===== src/evt_defines.vh =====
// Constants for the timer-synchronised event I/O block.
// Included by evt_io_timer_sync.v; definitions only.
`ifndef EVT_DEFINES_VH
`define EVT_DEFINES_VH
// Clock generator: phase ticks per state time
`define EVT_PHASES_PER_STATE 2'h3
`define EVT_PHASE_A 2'h0
`define EVT_PHASE_B 2'h1
// Base timer increments when the state count reaches this value, once per eight state times
`define EVT_STATES_PER_TICK 3'h7
// Pulse-width output period in ns, and its length in system clocks
`define EVT_PWM_PERIOD_NS 64000
`define EVT_PWM_CYCLES (`EVT_PWM_PERIOD_NS / 50)
// Event output waveform limits
`define EVT_DUTY_STEPS 65536
`define EVT_MAX_PERIOD_MS 131
`endif


===== src/evt_io_timer_sync.v =====
// Timer-synchronised event I/O: base timer, second timer, event outputs,
// sampled event inputs and a fixed-period pulse-width output.
// Assumes one 20 MHz clock; pins arrive asynchronously.
// Function
// - Event output changes all apply just before base timer increments.
// - Outputs update at the end of the third phase, once every eight state times.
// - Outputs change before buffered clock rise, settled by its fall.
// - Internal events may occur anywhere in the eight-state window.
// - Second timer never increments faster than the base timer.
// - Every event input pin sampled at most once per state time.
// - Input sample taken at buffered clock rise, judged in phase B.
// - One-state stability still applies in divide-by-eight counting mode.
// - Two events on one pin within a window record once.
// - Events on different pins are always all recorded.
// - Window is eight state times of constant base timer value.
// - Event outputs allow 65536 duty steps, period up to 131 ms; here the base timer wraps after 65536 ticks of 1.2 us, about 78.6 ms.
// - Pulse-width output has fixed 64 us period, duty programmable.
// - Both outputs give variable duty; only event outputs vary period.
`timescale 1ns/1ps
`default_nettype none
`include "evt_defines.vh"
module evt_io_timer_sync #(
  parameter N_OUT = 4,
  parameter N_IN = 4,
  parameter PWM_CYCLES = `EVT_PWM_CYCLES
) (
  input wire clk_sys_i,
  input wire reset_i,
  input wire [N_OUT-1:0] sched_value_i,
  input wire [N_OUT-1:0] sched_mask_i,
  input wire [15:0] sched_time_i,
  input wire sched_valid_i,
  input wire timer2_ext_i,
  input wire [N_IN-1:0] event_input_pins_i,
  input wire [N_IN-1:0] div8_mode_i,
  input wire [N_IN-1:0] evt_ack_i,
  input wire [11:0] pwm_duty_i,
  output reg [N_OUT-1:0] event_output_lines_o,
  output reg buffered_clock_output_o,
  output reg [15:0] base_timer_o,
  output reg [15:0] timer2_o,
  output reg [N_IN-1:0] evt_pending_o,
  output reg [15:0] evt_stamp_o,
  output reg [N_IN-1:0] evt_level_o,
  output reg pwm_o
);
  reg [1:0] phase;
  reg [2:0] state_cnt;
  reg [N_OUT-1:0] pend_val;
  reg [N_OUT-1:0] pend_mask;
  reg [15:0] pend_time;
  reg pend_armed;
  reg t2_req;
  reg [2:0] t2_sync;
  reg [11:0] pwm_cnt;
  reg [11:0] duty_hold;
  reg t2_level;
  wire t2_rise;
  wire [N_IN-1:0] rec;
  wire [N_IN-1:0] next_pending;
  wire [N_IN-1:0] next_level;
  wire phase_end;
  wire tick;
  wire sample_now;
  assign phase_end = (phase == `EVT_PHASES_PER_STATE - 2'h1);
  // Base timer moves at the end of the third phase of the eighth state time
  assign tick = phase_end && (state_cnt == `EVT_STATES_PER_TICK);
  // Judged in phase B: the pair read then is the pin as seen at the
  // buffered clock rise, two sync stages back
  assign sample_now = (phase == `EVT_PHASE_B);

  // Three internal phases per state; buffered clock high in phase A only,
  // so its rise follows the tick that moves the outputs.
  always @(posedge clk_sys_i) begin
    if (reset_i) begin
      phase <= 2'h0;
      state_cnt <= 3'h0;
      buffered_clock_output_o <= 1'b0;
    end else begin
      phase <= phase_end ? 2'h0 : phase + 2'h1;
      if (phase_end) begin
        state_cnt <= state_cnt + 3'h1;
      end
      buffered_clock_output_o <= phase_end;
    end
  end

  // Base timer, eight state times per count
  always @(posedge clk_sys_i) begin
    if (reset_i) begin
      base_timer_o <= 16'h0000;
    end else if (tick) begin
      base_timer_o <= base_timer_o + 16'h0001;
    end
  end

  // Schedule slot: host may load any time in window
  always @(posedge clk_sys_i) begin
    if (reset_i) begin
      pend_val <= {N_OUT{1'b0}};
      pend_mask <= {N_OUT{1'b0}};
      pend_time <= 16'h0000;
      pend_armed <= 1'b0;
      event_output_lines_o <= {N_OUT{1'b0}};
    end else begin
      // Apply all matching lines together on the tick
      if (tick && pend_armed && pend_time == base_timer_o) begin
        event_output_lines_o <= (event_output_lines_o & ~pend_mask) |
          (pend_val & pend_mask);
        pend_armed <= 1'b0;
      end
      // A new load wins over the completion in the same cycle
      if (sched_valid_i) begin
        pend_val <= sched_value_i;
        pend_mask <= sched_mask_i;
        pend_time <= sched_time_i;
        pend_armed <= 1'b1;
      end
    end
  end

  // Second timer pin: a rise counts once sync stages two and three agree
  assign t2_rise = (t2_sync[2] == t2_sync[1]) && t2_sync[1] && !t2_level;

  // Second timer: request held until the base tick grants it
  always @(posedge clk_sys_i) begin
    if (reset_i) begin
      t2_sync <= 3'h0;
      t2_level <= 1'b0;
      t2_req <= 1'b0;
      timer2_o <= 16'h0000;
    end else begin
      t2_sync <= {t2_sync[1:0], timer2_ext_i};
      if (t2_sync[2] == t2_sync[1]) begin
        t2_level <= t2_sync[1];
      end
      // At most one count per tick, never faster than base
      if (tick && t2_req) begin
        timer2_o <= timer2_o + 16'h0001;
      end
      // A fresh rise beats the grant, so it is not lost
      if (t2_rise) begin
        t2_req <= 1'b1;
      end else if (tick) begin
        t2_req <= 1'b0;
      end
    end
  end

  // Event inputs: one sampler per pin so pins never block each other
  genvar g;
  generate
    for (g = 0; g < N_IN; g = g + 1) begin : g_in
      reg [2:0] sync;
      reg agreed;
      reg [2:0] div_cnt;
      reg seen;
      wire stable_now;
      wire edge_hit;
      wire div_hit;
      // Sample once per state time, only when stages two and three agree
      assign stable_now = sample_now && (sync[2] == sync[1]);
      // Edge counts once sync stages two and three agree
      assign edge_hit = stable_now && (sync[1] != agreed) && sync[1];
      assign div_hit = div8_mode_i[g] ? (div_cnt == 3'h7) : 1'b1;
      // Only the first event per window on this pin is kept
      assign rec[g] = edge_hit && div_hit && !seen;
      // Set beats acknowledge in the same cycle
      assign next_pending[g] = rec[g] | (evt_pending_o[g] & ~evt_ack_i[g]);
      assign next_level[g] = stable_now ? sync[1] : evt_level_o[g];
      always @(posedge clk_sys_i) begin
        if (reset_i) begin
          sync <= 3'h0;
          agreed <= 1'b0;
          div_cnt <= 3'h0;
          seen <= 1'b0;
        end else begin
          sync <= {sync[1:0], event_input_pins_i[g]};
          if (stable_now) begin
            agreed <= sync[1];
          end
          // Divider runs only in its mode, so older edges leave no phase
          if (edge_hit && div8_mode_i[g]) begin
            div_cnt <= div_cnt + 3'h1;
          end
          if (tick) begin
            seen <= 1'b0;
          end else if (edge_hit && div_hit) begin
            seen <= 1'b1;
          end
        end
      end
    end
  endgenerate

  // Flags and levels in one process so each output has a single driver
  always @(posedge clk_sys_i) begin
    if (reset_i) begin
      evt_pending_o <= {N_IN{1'b0}};
      evt_level_o <= {N_IN{1'b0}};
    end else begin
      evt_pending_o <= next_pending;
      evt_level_o <= next_level;
    end
  end

  // Stamp of last recorded event, any pin; pins recorded in one
  // sample share a single stamp
  always @(posedge clk_sys_i) begin
    if (reset_i) begin
      evt_stamp_o <= 16'h0000;
    end else if (|rec) begin
      evt_stamp_o <= base_timer_o;
    end
  end

  // Pulse-width output: fixed period, duty only
  always @(posedge clk_sys_i) begin
    if (reset_i) begin
      pwm_cnt <= 12'h000;
      duty_hold <= 12'h000;
      pwm_o <= 1'b0;
    end else begin
      // Duty taken only at period start; a mid-period write cannot
      // cut a period short
      if (pwm_cnt == PWM_CYCLES - 1) begin
        pwm_cnt <= 12'h000;
        duty_hold <= pwm_duty_i;
      end else begin
        pwm_cnt <= pwm_cnt + 12'h001;
      end
      pwm_o <= (pwm_cnt < duty_hold);
    end
  end
endmodule
`default_nettype wire


===== config.mk =====
export PLATFORM = sky130hd
export DESIGN_NAME = evt_io_timer_sync
export DESIGN_NICKNAME = d
export VERILOG_FILES = /design/src/evt_io_timer_sync.v
export VERILOG_INCLUDE_DIRS = /design/src
export SDC_FILE = /design/constraint.sdc
export NUM_CORES = 1
export LEC_CHECK = 0
export ABC_AREA = 0
export BUFFER_PORTS_ARGS = -buffer_cell sky130_fd_sc_hd__buf_2
export CORE_ASPECT_RATIO = 0.5
export CORE_MARGIN = 1
export CORE_UTILIZATION = 50
export CTS_BUF_LIST = sky130_fd_sc_hd__clkbuf_4 sky130_fd_sc_hd__clkbuf_8 sky130_fd_sc_hd__clkbuf_16
export DETAILED_ROUTE_END_ITERATION = 10
export PLACE_DENSITY = 0.74
export SYNTH_ARGS = -nofsm -noshare
export SYNTH_HDL_FRONTEND = slang
export SYNTH_SLANG_ARGS = --single-unit

===== constraint.sdc =====
create_clock -name clk_sys_i -period 2.39 [get_ports clk_sys_i]
set_clock_uncertainty 0.1 [all_clocks]
set_input_delay 0.3585 -clock clk_sys_i [delete_from_list [all_inputs] [get_ports clk_sys_i]]
set_output_delay 0.3585 -clock clk_sys_i [all_outputs]
set_load 0.05 [all_outputs]

== Yosys cells after proc, flatten, opt, wreduce, memory -nomap -nowiden ==
Index checks and enable logic that the tools add are counted.
Word-level totals
  flip-flop bits (word level): 149
  word-level logic and storage cells: 127
Cells by class
  $add $sub $neg: 9
  magnitude comparators: 1
  equality and inequality tests: 18
  multiplexer cells: 8
  bitwise gates (word level): 16
  reduce and logical (&&, ||, !) cells: 41
Operators with widths (number)
  adder 16 x 1 -> 16 bit (second input constant): 2
  logical AND 1 bit: 30
  equality test 16 bit: 1
  adder 3 x 1 -> 3 bit (second input constant): 5
  equality test 3 bit (second input constant): 5
  adder 12 x 1 -> 12 bit (second input constant): 1
  equality test 12 x 11 -> 1 bit (second input constant): 1
  less-than comparator 12 bit: 1
  bitwise AND 4 bit: 2
  2-to-1 mux 1 bit: 8
  OR reduction 2 bit: 3
  equality test 1 bit: 5
  logical NOT 1 bit: 5
  bitwise AND 1 bit: 4
  inequality test 1 bit: 4
  NOT 1 bit: 4
  NOT 4 bit: 1
  OR 1 bit: 4
  OR 4 bit: 1
  nonzero test 2 bit: 2
  OR reduction 4 bit: 1
  adder 2 x 1 -> 2 bit (second input constant): 1
  equality test 2 x 1 -> 1 bit (second input constant): 1
  equality test 2 bit (second input constant): 1

== Longest topological paths before layout ==
  word-level depth: 7
  depth in mapped cells: 9

== Worst setup path before layout ==
Ideal clock, no wire load.
  path kind: register -> register
  start: register g_in[3].div_cnt[0]
  end: register evt_stamp_o[11]
  data arrival time: 1.964 ns
  data required time: 2.162 ns
  path slack: 0.199 ns
  stages on the path, launching flop included: 9
  clock period less this slack: 2.191 ns
  cells stage by stage: dfxtp_1 > ha_1 > ha_1 > and2b_1 > nor3_2 > a2111oi_4 > buf_6 > mux2i_1 > nor2_1
On the way
  word-level cells in the longest chain between the ends: 5
Ends and longest elaborated chain
  from (decl): RTL line evt_io_timer_sync.v:156  | reg [2:0] div_cnt;
  from (signal assigned): RTL line evt_io_timer_sync.v:184  | div_cnt <= div_cnt + 3'h1;
  equality test 3 bit: RTL line evt_io_timer_sync.v:165  | assign div_hit = div8_mode_i[g] ? (div_cnt == 3'h7) : 1'b1;
  2-to-1 mux 1 bit: RTL line evt_io_timer_sync.v:165
  logical AND 1 bit (2 in series): RTL line evt_io_timer_sync.v:167  | assign rec[g] = edge_hit && div_hit && !seen;
  OR reduction 4 bit: RTL line evt_io_timer_sync.v:212  | end else if (|rec) begin
  to (signal assigned): RTL line evt_io_timer_sync.v:213  | evt_stamp_o <= base_timer_o;
  to (decl): RTL line evt_io_timer_sync.v:43  | output reg [15:0] evt_stamp_o,
No other way between the ends.
A chain may end at the register's enable or synchronous reset.

== Final worst setup path ==
  start: register phase[0]
  end: register evt_stamp_o[7]
On the way
  word-level cells in the longest chain between the ends: 7
  elaborated cells on any way between the ends: 22
  classes of those cells: eq/ne: 1; reduce/logical: 21
Ends and longest elaborated chain
  from (decl): RTL line evt_io_timer_sync.v:47  | reg [1:0] phase;
  from (signal assigned): RTL line evt_io_timer_sync.v:80  | phase <= phase_end ? 2'h0 : phase + 2'h1;
  equality test 2 x 1 -> 1 bit (no line) (*)
  logical AND 1 bit: RTL line evt_io_timer_sync.v:162  | assign stable_now = sample_now && (sync[2] == sync[1]);
  logical AND 1 bit (2 in series): RTL line evt_io_timer_sync.v:164  | assign edge_hit = stable_now && (sync[1] != agreed) && sync[1];
  logical AND 1 bit (2 in series): RTL line evt_io_timer_sync.v:167
  OR reduction 4 bit (*): RTL line evt_io_timer_sync.v:212
Mark *: on every way between the ends. The rest lies on a longest branch, timed or not.

==> results.cfg <==
[min_path]
min_to = g_in[3].sync[0]$_SDFF_PP0_
min_path_cells = 2
hp-start = event_input_pins_i[3]
hp-class = input pin to register

[timing]
fin_crit_ns = 2.25
drv_slew = 0
rsz0062_at_grt = no
finalHoldViolations = 0
setup_violations = 0
max-slew-margin-rel_pct = 49.9
fin_setup_tns_ns = 0
fin_crit_sh_pct = 94.1
tightest_slew_ns = 0.751
fmax_ghz = 0.444
holdWs_ns = 0.0596

[synthesis]
synth_fp_nets = 737
synth_top_area_cell = dfxtp_1
ys.flop_type = dfxtp_1
avgSynthCellArea_sq_um = 9.52
seq_area_frac_synth_pct = 47.6
synthCells = 658
ys_async_sr_fraction_pct = 0
synth_edf_count = 0
syn_area_sq_um = 6260
synth_top_cell_area_share_pct = 47.6
ys_seq_elements = 149
synthDistinctLibCells = 45
yosys-top-cells-area = dfxtp_1 48%, mux2i_1 8.8%, nor2_1 6.2%
yosysWarnings = 0

[setup_path]
cp_max_fo = 16
r2r_slack_ns = 0.14
path_common_cell = buf_4
crit_path_start_kind = register
crit_required_ns = 2.57
cp.arrival_ns = 2.43
critical-path-slowest-cell = ha_1
cp-end-kind = register
r2r_end = evt_stamp_o[7]$_SDFFE_PP0P_
cpPeakStageDelay_ns = 0.40
ff2ff_path_depth = 8
cp_top_family = buffers and inverters
critPathBufInv = 2
crit_chain = ha_1, nand4b_1, a211oi_1, buf_4, a2111oi_4, buf_4, mux2i_1, nor2_1
critPathLaunch = phase[0]$_SDFF_PP0_
rr_startpoint = phase[0]$_SDFF_PP0_
path_class = register to register

[route]
postRouteAntennaNets = 0
wl_per_cell_um = 13.7
first_pass_iters = 4
drtIter0Drc = 175
routed_wl_um = 12900
via_count = 4792
via_per_inst = 5.06
drc = 0

[grt]
grt.total_usage_pct = 20.2
grt_max_degree = 55
gr-total-overflow = 0
grt_pass1_wl_um = 20800
grt_antenna_before_repair = 0
grt_pass1_vias = 4450

[floorplanning]
fp-row-count = 28
pin_count = 114
core_sq_um = 12000
die-area_sq_um = 13000
start_util_pct = 52.1
fp.dieW_um = 160
die_y_um = 81.1

[pwr]
power_switching_mw = 1.27
p_int_mw = 4.52
pwr-share-comb_pct = 4.8
power_density_nw_per_um2 = 760
leakagePower_nw = 3.56
vdd_ir_drop_max_mv = 0.480
switching_share_pct = 22.0
pwr-share-seq_pct = 44.4
clockPowerShare_pct = 50.8

[layout]
areaGrowthSynthToFinish_pct = 21.8
drive_gt1_share_pct = 21.2
diodes = 0
fin_nets = 848

[clock_network]
cts_setup_buffers = 0
numCtsBuffers = 17
clock_sinks = 149
h-tree-depth = 4
cts_buffer_depth = 2
root_buffer = clkbuf_16
hold_buffers = 0
cts_resized = 0
worstSkewPairLatency_ns = 0.41
clkTransAtPathRegs_ns = 0.06
cts_tree = built

[run_status]
status = complete, no violations

[placement]
gp_congestion = 0.811
io_buffers = 113
dp_hpwl_um = 9260

[run]
maxCapViolCount = 0
power groups by stage:
stage	sequential (mW)	combinational, mW	clock [mW]
after floorplan	2.63	0.181	0
after CTS	2.58	0.280	2.99
after global placement	2.63	0.273	0
final	2.58	0.278	2.94
after detailed placement	2.63	0.278	0
after global routing	2.58	0.311	3.10
through the flow:
stage / setup WS, ns / cell area, sq um / cells / utilization, % / total power [mW]
after global routing: 0.00580 / 7630 / 947 / 63.5 / 5.99
after global placement: 0.241 / 6970 / 915 / 58.0 / 2.90
after floorplan: 0.199 / 6260 / 658 / - / 2.81
after detailed placement: 0.167 / 6970 / 915 / 58.0 / 2.91
final: 0.140 / 7630 / 947 / 63.5 / 5.80
after CTS: 0.109 / 7620 / 947 / 63.4 / 5.84
cell usage after synthesis, types with 2 or more instances:
library cell  number
ha_1              27
inv_1             32
o21a_1             4
nor4_1             4
clkbuf_1          16
xnor2_1           24
a21o_1             7
a21oi_1           28
nor2_1           104
xor2_1            33
nand2b_1           2
o31ai_1            4
buf_6              2
nand2_1           33
or3_1              6
buf_1              4
a211oi_1           4
nand4b_2           2
buf_4              5
nor2b_1           21
and4_1             6
o21ai_1            5
mux2i_1           55
o21ba_1            2
buf_2              4
and3_1             6
dfxtp_1          149
inv_2              2
nor3_1            10
and2_1             3
o21ai_0            6
nand3_1           23
nand4_1           13
state kept, by name, summed over array words and instances (netlist names), 12 cells and up, named ones only:
| register | count |
|---|---|
| base_timer_o | 16 |
| evt_stamp_o | 16 |
| duty_hold | 12 |
| g_in.sync | 12 |
| pwm_cnt | 12 |
| timer2_o | 16 |
| g_in.div_cnt | 12 |
| pend_time | 16 |
routing by layer:
layer	vias to the layer above	global-route usage [%]	share of wire [%]
met1	2268	25.9	48
met4	0	6.48	0.59
met2	68	33.3	48
met5	-	0	0
met3	8	5.62	3.6
li1	2448	-	-
layout by cell type, fill, tap and decap left out, types with 10 or more instances in the layout:
master,count
xnor2_1,24
nor2_1,104
clkbuf_16,17
nor3_1,10
mux2i_1,55
a21oi_1,28
inv_1,32
xor2_1,33
dfxtp_1,149
nand3_1,23
ha_1,27
nor2b_1,21
buf_4,10
nand2_1,33
nand4_1,13
buf_2,112
worst max-delay path by stage:
stage / to / slack [ns] / cells after the start
2_1_floorplan: evt_stamp_o[11]$_SDFFE_PP0P_ / 0.20 / 8
6_report: evt_stamp_o[7]$_SDFFE_PP0P_ / 0.14 / 8
5_1_grt: register / 0.006 / 7
3_5_place_dp: evt_stamp_o[10]$_SDFFE_PP0P_ / 0.17 / 7
3_3_place_gp: evt_stamp_o[9]$_SDFFE_PP0P_ / 0.24 / 7
4_1_cts: evt_stamp_o[7]$_SDFFE_PP0P_ / 0.11 / 7
worst register-to-register path: stages (launching register included):
cell and delay, ns:
dfxtp_1 0.36, ha_1 0.40, nand4b_1 0.25, a211oi_1 0.29
buf_4 0.17, a2111oi_4 0.03, buf_4 0.24, mux2i_1 0.22
nor2_1 0.06
kinds of logic after synthesis:
group	count (synthesis)	share of synthesized area, %
adders and majority gates	27	5.39
muxes	55	8.79
buffers and inverters	65	4.52
AOI/OAI and AO/OA	65	6.77
and+or+nand+nor	240	18.9
xor gates and xnor gates	57	7.97
DFF	149	47.6
layout make-up:
cell class              count  area, sq um
fillers                  1014         4390
multi-input cells         444         3000
flip-flops and latches    149         2980
repair buffers            123          656
clock buffers              17          425
clock inverters            15          228
well taps                 165          206
inverters                  34          128
(Power assumes the default switching activity.)
